<file path="src/swt_pkg.sv">
// constants for the sleep wake countdown timers
package swt_pkg;
    localparam int          SWT_NUM      = 2;
    localparam int          SWT_CNT_W    = 41;
    localparam int          SWT_REF_W    = 32;
    localparam logic [40:0] SWT_ROLL_VAL = 41'h001ffffffff;
    localparam logic [40:0] SWT_CNT_ONE  = 41'h00000000001;
    localparam logic [40:0] SWT_CNT_ZERO = 41'h00000000000;
    localparam logic [40:0] SWT_CAL_LOAD = 41'h00000000014;
    localparam logic [31:0] SWT_REF_ZERO = 32'h00000000;
    localparam logic [31:0] SWT_REF_ONE  = 32'h00000001;
    localparam int          SWT_CAL_NOMINAL = 10000;
    localparam int          SWT_MS_PERIODS  = 32;
endpackage : swt_pkg

</file>
<file path="src/swt_wake_timers.sv">
// two 41-bit wake timers with slow clock calibration
// Behaviour
// - two independent wake timers, each a 41-bit down-counter
// - timers count on slow clock ticks, asleep or awake
// - started timer counts down; zero gives interrupt awake, wake event asleep
// - zero interrupt or wake event only when that timer's interrupt enable is set
// - start value is counted in slow clock periods, 32 is about 1 ms
// - the tick reaching zero fires the timer, the next tick reloads 0x1FFFFFFFF and it keeps counting; timer 0 stops at zero in calibration
// - stop freezes the count; a stopped timer never fires
// - live count is always visible and reading it disturbs nothing
// - one running flag per timer
// - one fired flag per timer, cleared by the read-and-clear strobe
// - calibration loads timer 0 with 20, clears and starts reference counter
// - timer 0 zero in calibration stops reference counter, result captured
// - result is 10000 at nominal slow clock, more if slow, less if fast
`timescale 1ns/1ps
module swt_wake_timers
    import swt_pkg::*;
(
    input  wire logic                 clk_i,
    input  wire logic                 rst_n_i,
    input  wire logic                 slow_clk_i,
    input  wire logic                 ref_clk_i,
    input  wire logic                 asleep_i,
    input  wire logic [SWT_NUM-1:0]   start_i,
    input  wire logic [SWT_NUM-1:0]   stop_i,
    input  wire logic [SWT_CNT_W-1:0] start_val0_i,
    input  wire logic [SWT_CNT_W-1:0] start_val1_i,
    input  wire logic [SWT_NUM-1:0]   int_en_i,
    input  wire logic                 fired_clear_i,
    input  wire logic                 cal_start_i,
    output logic [SWT_CNT_W-1:0]      count0_o,
    output logic [SWT_CNT_W-1:0]      count1_o,
    output logic [SWT_NUM-1:0]        running_o,
    output logic [SWT_NUM-1:0]        fired_o,
    output logic [SWT_NUM-1:0]        irq_o,
    output logic [SWT_NUM-1:0]        wake_o,
    output logic                      cal_busy_o,
    output logic                      cal_done_o,
    output logic [SWT_REF_W-1:0]      cal_result_o
);
    typedef enum logic [3:0] {
        CAL_IDLE = 4'b0001,
        CAL_SYNC = 4'b0010,
        CAL_RUN  = 4'b0100,
        CAL_DONE = 4'b1000
    } swt_cal_state_t;

    // pin synchronisers, free running so no false edge follows reset
    logic                 slow_s1;
    logic                 slow_s2;
    logic                 slow_s3;
    logic                 ref_s1;
    logic                 ref_s2;
    logic                 ref_s3;
    logic                 sleep_s1;
    logic                 sleep_s2;
    wire                  slow_tick;
    wire                  ref_tick;

    // timer state
    logic [SWT_CNT_W-1:0] cnt [SWT_NUM];
    wire  [SWT_NUM-1:0]   fire;

    // calibration state
    swt_cal_state_t       cal_state;
    swt_cal_state_t       next_cal_state;
    logic [SWT_REF_W-1:0] ref_cnt;
    wire                  cal_hold;
    wire                  cal_run;
    wire                  cal_end;
    wire                  ref_step;
    wire  [SWT_REF_W-1:0] ref_inc;
    wire  [SWT_REF_W-1:0] ref_sum;
    wire  [SWT_REF_W-1:0] next_ref_cnt;
    wire  [SWT_REF_W-1:0] next_cal_result;
    wire                  next_cal_busy;
    wire                  next_cal_done;

    always_ff @(posedge clk_i) begin
        slow_s1  <= slow_clk_i;
        slow_s2  <= slow_s1;
        slow_s3  <= slow_s2;
        ref_s1   <= ref_clk_i;
        ref_s2   <= ref_s1;
        ref_s3   <= ref_s2;
        sleep_s1 <= asleep_i;
        sleep_s2 <= sleep_s1;
    end

    assign slow_tick = slow_s2 & ~slow_s3;
    assign ref_tick  = ref_s2 & ~ref_s3;

    // window opens on a slow edge so it spans whole periods only
    assign cal_hold        = (cal_state == CAL_SYNC);
    assign cal_run         = (cal_state == CAL_RUN);
    assign cal_end         = cal_run & fire[0];
    assign ref_step        = cal_run & ref_tick;
    assign ref_inc         = ref_step ? SWT_REF_ONE : SWT_REF_ZERO;
    assign ref_sum         = ref_cnt + ref_inc;
    assign next_ref_cnt    = cal_start_i ? SWT_REF_ZERO : ref_sum;
    assign next_cal_result = cal_end ? ref_sum : cal_result_o;
    assign next_cal_busy   = (next_cal_state == CAL_SYNC) | (next_cal_state == CAL_RUN);
    assign next_cal_done   = (next_cal_state == CAL_DONE);

    always_comb begin
        next_cal_state = cal_state;
        case (cal_state)
            CAL_IDLE: begin
                if (cal_start_i) begin
                    next_cal_state = CAL_SYNC;
                end
            end
            CAL_SYNC: begin
                if (cal_start_i) begin
                    next_cal_state = CAL_SYNC;
                end else if (slow_tick) begin
                    next_cal_state = CAL_RUN;
                end
            end
            CAL_RUN: begin
                if (cal_start_i) begin
                    next_cal_state = CAL_SYNC;
                end else if (cal_end) begin
                    next_cal_state = CAL_DONE;
                end
            end
            CAL_DONE: begin
                if (cal_start_i) begin
                    next_cal_state = CAL_SYNC;
                end
            end
            default: begin
                next_cal_state = CAL_IDLE;
            end
        endcase
    end

    always_ff @(posedge clk_i) begin
        if (!rst_n_i) begin
            cal_state    <= CAL_IDLE;
            ref_cnt      <= SWT_REF_ZERO;
            cal_busy_o   <= 1'b0;
            cal_done_o   <= 1'b0;
            cal_result_o <= SWT_REF_ZERO;
        end else begin
            cal_state    <= next_cal_state;
            ref_cnt      <= next_ref_cnt;
            cal_busy_o   <= next_cal_busy;
            cal_done_o   <= next_cal_done;
            cal_result_o <= next_cal_result;
        end
    end

    genvar gi;
    generate
        for (gi = 0; gi < SWT_NUM; gi++) begin : g_tmr
            wire [SWT_CNT_W-1:0] load_val;
            wire                 do_start;
            wire                 do_stop;
            wire                 hold;
            wire                 step;
            wire                 at_one;
            wire                 at_zero;
            wire [SWT_CNT_W-1:0] dec_val;
            wire [SWT_CNT_W-1:0] run_val;
            wire [SWT_CNT_W-1:0] next_cnt;
            wire                 next_run;
            wire                 next_fired;
            wire                 int_fire;
            wire                 next_irq;
            wire                 next_wake;

            if (gi == 0) begin : g_sel0
                assign load_val = cal_start_i ? SWT_CAL_LOAD : start_val0_i;
                assign do_start = start_i[0] | cal_start_i;
                assign do_stop  = stop_i[0] | cal_end;
                assign hold     = cal_hold;
            end else begin : g_sel1
                assign load_val = start_val1_i;
                assign do_start = start_i[gi];
                assign do_stop  = stop_i[gi];
                assign hold     = 1'b0;
            end

            assign step       = slow_tick & running_o[gi] & ~hold;
            assign at_one     = (cnt[gi] == SWT_CNT_ONE);
            assign at_zero    = (cnt[gi] == SWT_CNT_ZERO);
            assign fire[gi]   = step & at_one;
            assign dec_val    = at_zero ? SWT_ROLL_VAL : cnt[gi] - SWT_CNT_ONE;
            assign run_val    = step ? dec_val : cnt[gi];
            assign next_cnt   = do_start ? load_val : run_val;
            assign next_run   = do_start | (running_o[gi] & ~do_stop);
            // set wins over clear
            assign next_fired = fire[gi] | (fired_o[gi] & ~fired_clear_i);
            assign int_fire   = fire[gi] & int_en_i[gi];
            assign next_irq   = int_fire & ~sleep_s2;
            assign next_wake  = int_fire & sleep_s2;

            always_ff @(posedge clk_i) begin
                if (!rst_n_i) begin
                    cnt[gi]       <= SWT_CNT_ZERO;
                    running_o[gi] <= 1'b0;
                    fired_o[gi]   <= 1'b0;
                    irq_o[gi]     <= 1'b0;
                    wake_o[gi]    <= 1'b0;
                end else begin
                    cnt[gi]       <= next_cnt;
                    running_o[gi] <= next_run;
                    fired_o[gi]   <= next_fired;
                    irq_o[gi]     <= next_irq;
                    wake_o[gi]    <= next_wake;
                end
            end
        end
    endgenerate

    // live counts straight from the counters
    assign count0_o = cnt[0];
    assign count1_o = cnt[1];
endmodule : swt_wake_timers

</file>
<file path="config.mk">
export PLATFORM = sky130hd
export DESIGN_NAME = swt_wake_timers
export DESIGN_NICKNAME = d
export VERILOG_FILES = /design/src/swt_pkg.sv /design/src/swt_wake_timers.sv
export SDC_FILE = /design/constraint.sdc
export NUM_CORES = 1
export LEC_CHECK = 0
export BUFFER_PORTS_ARGS = -buffer_cell sky130_fd_sc_hd__buf_4
export CORE_UTILIZATION = 58
export DETAILED_ROUTE_END_ITERATION = 7
export GPL_TIMING_DRIVEN = 0
export HOLD_SLACK_MARGIN = 0.1
export PLACE_DENSITY = 0.87
export SYNTH_ARGS = -nofsm -noshare
export SYNTH_HDL_FRONTEND = slang
export SYNTH_SLANG_ARGS = --single-unit
</file>
<file path="constraint.sdc">
create_clock -name clk_i -period 5.1 [get_ports clk_i]
set_input_delay 0.51 -clock clk_i [delete_from_list [all_inputs] [get_ports clk_i]]
set_output_delay 0.51 -clock clk_i [all_outputs]
set_load 0.02 [all_outputs]
</file>
==> reports/metrics.cfg, run 1 <==
[synthesis]
syn_avg_cell_area_um2 = 8.29
synth_area_leaders = dfxtp_1, nor2_1, a21oi_1
ys_warn_count = 0
syn_inst = 1021
synth_async_sr_flop_share_pct = 0
synth_edf_count = 0
syn_area_um2 = 8460
synth_top_cell_area_share_pct = 39.7
synth_seq_cells = 168
syn-num-nets = 1123
yosysUniqueCellTypes = 75
synth-seq-area-share_pct = 39.7
synth_top_area_cell = dfxtp_1
ys.flop_type = dfxtp_1

[clock_network]
tritoncts = done
clkSlewWorstSetupHoldPaths_ns = 0.07
clock_path_buffers = 2
cts_made_buffers = 17
htreeDepth = 4
cts_num_sinks = 168
post-cts-setup-buffer-count = 0
clk_latency_ns = 0.44
hold_buffers = 0
post_cts_resized = 0
cts_root_buf = clkbuf_16

[global_routing]
grt_pass1_wl_um = 42700
grt_max_degree = 19
grt_use_total_pct = 36.8
antenna_found_initial = 0
gr-total-overflow = 0
grt_pass1_vias = 8420

[route]
drtPass1Iterations = 6
wire_per_inst_um = 19.3
routed_wl_um = 28000
initialDrtViolationCount = 1157
postRouteAntennaNets = 0
drc = 0
num_vias = 9283
vias_per_cell = 6.41

[timing]
setup_tns_ns = 0
finalSetupViolCount = 0
whs_ns = 0.166
min_period_ns = 3.61
relSlewSlack_pct = 19.8
fmax_mhz = 277
fin_crit_sh_pct = 70.8
rsz0062_at_grt = no
fin_skew_ns = 0.00809
finalHoldViolations = 0
tightest_slew_ns = 1.19
slew_viol_final = 0

[power]
peakVddDrop_v = 0.000249
power_density_nw_per_um2 = 298
p_leak_nw = 4.35

[critical_path]
worstSetupPathType = register to register
path_buf_inv = 0
crit_cells = 11
critical-path-max-stage-delay_ns = 0.91
cpMostUsedCell = ha_1
slowest_stage = nor4_1
cp_data_arrival_time_ns = 3.92
r2r_cells = 11
cp-start-kind = register
r2r-end = cal_result_o[22]
crit_family = simple AND/OR/NAND/NOR gates
reg2reg_slack_ns = 1.49
timing.rr.start = cal_state[2]
cp-end-kind = register
worst-endpoint-required_ns = 5.41
worstPathCellList = nand2b_1 -> or3_1 -> nor3b_1 -> ha_1 -> ha_1 -> nand3_1 -> nor4_1 -> and2_1 -> nand4_1 -> xor2_1 -> a21oi_1
cp_max_fo = 8

[layout]
area_growth_syn_to_layout_pct = 28.7
nets = 1358
nFillCells = 1020
stdcell_count = 1449
drive_gt1_share_pct = 23.7
fin_area_um2 = 10900
num_antenna_cells = 0

[floorplanning]
fp-row-count = 43
io_pins = 219
core_um2 = 14000
start_util_pct = 60.3
die_h_um = 123
die_x_um = 123
die-area_um2 = 15100

[placement]
place_congestion = 0.985
port_buffers = 216
dpl_cell_area_um2 = 10300
dp_hpwl_um = 20000
placedCellCount = 1417

[run]
max-cap-violations = 0

[hold_path]
hp-class = input pin to register
min_from = ref_clk_i
holdPathStages = 1
whs_endpoint = ref_s1

[run_status]
status = finished, final reports clean

final cells by class:
cell class / count / area, um2 / share of cell area, %
Sequential cell: 168 / 3360 / 30.9
Inverter: 17 / 63.8 / 0.586
Multi-Input combinational cell: 771 / 4760 / 43.7
Clock buffer: 18 / 439 / 4.03
Buffer: 65 / 273 / 2.50
Tap cell: 180 / 225 / 2.07
Timing Repair Buffer: 216 / 1620 / 14.9
Clock inverter: 14 / 145 / 1.33
per-stage QoR:
stage                     setup slack (ns)  total power [W]  util, %
after floorplan                       2.26          0.00175        -
after global placement                1.59          0.00196     73.4
after detailed placement              1.56          0.00197     73.4
after CTS                             1.49          0.00324     77.6
after global routing                  1.22          0.00335     77.6
final                                 1.49          0.00325     77.6
cell usage after synthesis, drive strengths merged, types with 22 or more instances:
cell type  number
nor3           45
nor4           27
a211oi         37
o21ai          70
nand3          37
or3            22
clkbuf         51
nand2          59
xor2           34
xnor2          25
nor2          123
a21oi          73
dfxtp         168
cells in the final DEF, fill, tap and decap left out, types with 9 or more instances in the layout:
cell type / n
clkbuf_1: 50
o211ai_1: 9
buf_4: 219
nand2b_1: 15
xor2_1: 34
xnor2_1: 25
nand2_1: 59
a211oi_2: 20
inv_1: 16
clkbuf_16: 17
or3_1: 22
or4_1: 13
o21ai_0: 63
dfxtp_1: 168
nand4_1: 18
a31oi_1: 15
a211oi_1: 17
nor2_1: 122
a21oi_1: 73
and3_1: 20
nand3_1: 37
nor3_1: 44
nor4_1: 22
flip-flops by register name (all words and copies together), names as in the netlist, 2 cells and up:
signal	cells
cal_result_o	32
cal_state	4
cnt	82
fired_o	2
irq_o	2
ref_cnt	32
running_o	2
wake_o	2
metal layers:
metal / wire length (um) / track usage, % / vias to the layer above
met4: 1100 / 18.8 / 0
met1: 11000 / 46.9 / 4310
met3: 2930 / 8.78 / 103
li1: - / - / 4238
met5: 0 / 0 / -
met2: 13000 / 57.8 / 632
logic make-up (layout without fill, tap and decap cells):
logic type | Yosys count | in the layout | synth area share, %
and+or+nand+nor | 420 | 420 | 26.0
AOI/OAI and AO/OA | 279 | 279 | 22.5
DFF | 168 | 168 | 39.7
buffers and inverters | 82 | 330 | 3.98
xor gates and xnor gates | 59 | 59 | 6.11
adders and majority gates | 7 | 7 | 1.03
muxes | 6 | 6 | 0.710
worst max path at each step:
| stage | to | startpoint | slack, ns |
|---|---|---|---|
| detailed placement | cal_result_o[24] | cal_state[2] | 1.56 |
| global placement | cal_result_o[22] | cal_state[2] | 1.59 |
| global route | cal_result_o[22] | cal_state[2] | 1.22 |
| finish | cal_result_o[22] | cal_state[2] | 1.49 |
| CTS | cal_result_o[22] | cal_state[2] | 1.49 |
| floorplan | cal_result_o[22] | cal_state[2] | 2.26 |
power breakdown:
| part | internal, W | switching, W |
|---|---|---|
| Sequential | 0.00136 | 0.0000616 |
| Clock | 0.000666 | 0.000622 |
| Combinational | 0.000216 | 0.000330 |
Power figures use the tool's default switching activity.
==> inputs of run 2 (changes only) <==
- CORE_UTILIZATION: 58 -> 54
- PLACE_DENSITY: 0.87 -> 0.82
- clock period: 5.1 -> 3.7 ns (I/O delays scaled with it)
==> run 2 against run 1 <==
Net effect:
- non-clock buffer count up 3
- highest routed layer unchanged
- flip-flop and latch count is the same
- critical path type unchanged
- power grew 37%
- maximum frequency increased by 8.8%
- sequential power rose by 37%
- critical endpoint unchanged
- largest power group unchanged
==> reports/metrics.cfg, run 2 (synthesis results as in run 1) <==
[timing]
finalHoldViolations = 0
fmax_mhz = 301
tightest_slew_ns = 1.24
min_period_ns = 3.32
finalSetupViolCount = 0
setup_tns_ns = 0
fin_crit_sh_pct = 89.7
slew_viol_final = 0
fin_skew_ns = 0.00761
rsz0062_at_grt = no
relSlewSlack_pct = 16.9

[power]
peakVddDrop_v = 0.000362
power_density_nw_per_um2 = 407
p_leak_nw = 4.35

[critical_path]
cp-end-kind = register
cp-startpoint = cal_state[2]
cp_max_fo = 8
r2r_cells = 11
worstSetupPathType = register to register
r2r-end = cal_result_o[22]
reg2reg_slack_ns = 0.38
cp-endpoint = cal_result_o[22]
timing.rr.start = cal_state[2]
cp-start-kind = register
cp_data_arrival_time_ns = 3.61
worst-endpoint-required_ns = 3.99

[floorplanning]
die_x_um = 127
core_um2 = 15300
die-area_um2 = 16200
die_h_um = 127
fp-row-count = 45
start_util_pct = 55.5
io_pins = 219

[route]
drc = 0
vias_per_cell = 6.18
initialDrtViolationCount = 1120
routed_wl_um = 27900
wire_per_inst_um = 18.8
drtPass1Iterations = 6
postRouteAntennaNets = 0
num_vias = 9159

[clock_network]
cts_root_buf = clkbuf_16
cts_made_buffers = 17
post-cts-setup-buffer-count = 0
tritoncts = done
htreeDepth = 4
clkSlewWorstSetupHoldPaths_ns = 0.07
cts_num_sinks = 168
clk_latency_ns = 0.44
clock_path_buffers = 2

[global_routing]
grt_pass1_wl_um = 43100
gr-total-overflow = 0
antenna_found_initial = 0
grt_max_degree = 18
grt_use_total_pct = 34.1
grt_pass1_vias = 8361

[placement]
port_buffers = 216
dp_hpwl_um = 20100
place_congestion = 0.956

[hold_path]
min_from = start_val0_i[30]
hp-class = input pin to register

[layout]
area_growth_syn_to_layout_pct = 29.5
final_util_pct = 71.8
drive_gt1_share_pct = 23.7
nets = 1361
largest_reg_flops = 82
num_antenna_cells = 0
final_cell_mix = buf_4, dfxtp_1, nor2_1, a21oi_1, o21ai_0
reg_top3 = cnt (82), cal_result_o (32), ref_cnt (32)
final_common_cell = buf_4
regMostFlops = cnt

[run_status]
status = finished, final reports clean

[run]
max-cap-violations = 0

[run 2: area by class of cell]
| type | count | area, um2 |
|---|---|---|
| Multi-Input combinational cell | 771 | 4770 |
| Fill cell | 1247 | 4300 |
| Sequential cell | 168 | 3360 |
| Timing Repair Buffer | 219 | 1650 |
| Clock buffer | 18 | 439 |
| Buffer | 65 | 273 |
| Tap cell | 211 | 264 |
| Clock inverter | 14 | 136 |
| Inverter | 17 | 63.8 |
[run 2: critical path: stages, from the launching register on]
cell and delay (ns):
dfxtp_1 0.47, nand2b_1 0.11, or3_1 0.41, nor3b_1 0.25, ha_1 0.22, ha_1 0.20
nand3_1 0.17, nor4_2 0.55, and2_1 0.30, nand4_1 0.14, xor2_1 0.24, a21oi_1 0.11
[run 2: worst min-delay path by stage]
stage                            end  slack (ns)  depth (start not counted)
final                     cnt[0][30]        0.14                          3
after global placement      sleep_s2        0.31                          0
after CTS                 cnt[0][30]        0.13                          3
after global routing      cnt[0][29]        0.14                          2
after floorplan               ref_s2        0.31                          0
after detailed placement     slow_s2        0.32                          0
[run 2: layer usage]
layer	up-vias	wire, um	GRT usage (%)
met1	4294	11500	45.0
li1	4253	-	-
met5	-	0	0
met3	85	2560	7.50
met4	0	976	15.3
met2	527	12800	53.5
[run 2: through the flow]
step / setup WS, ns / instance area (um2) / hold slack [ns] / std cells / power, W
2_1_floorplan: 0.864 / 8460 / 0.310 / 1021 / 0.00241
3_3_place_gp: 0.129 / 10300 / 0.311 / 1448 / 0.00271
3_5_place_dp: 0.0527 / 10300 / 0.317 / 1448 / 0.00272
4_1_cts: 0.313 / 11000 / 0.128 / 1483 / 0.00444
5_1_grt: 0.106 / 11000 / 0.141 / 1483 / 0.00460
6_report: 0.381 / 11000 / 0.137 / 1483 / 0.00446
[run 2: what timing repair did]
item	in CTS	in global routing
setup endpoints to repair	1	0
gates resized for setup	1	0
hold buffers	3	0
endpoints found under the hold margin	3	0
[run 2: where the power goes]
part | switching (W) | internal [W]
Combinational | 0.000454 | 0.000300
Sequential | 0.0000850 | 0.00187
Clock | 0.000842 | 0.000910
Total | 0.00138 | 0.00308
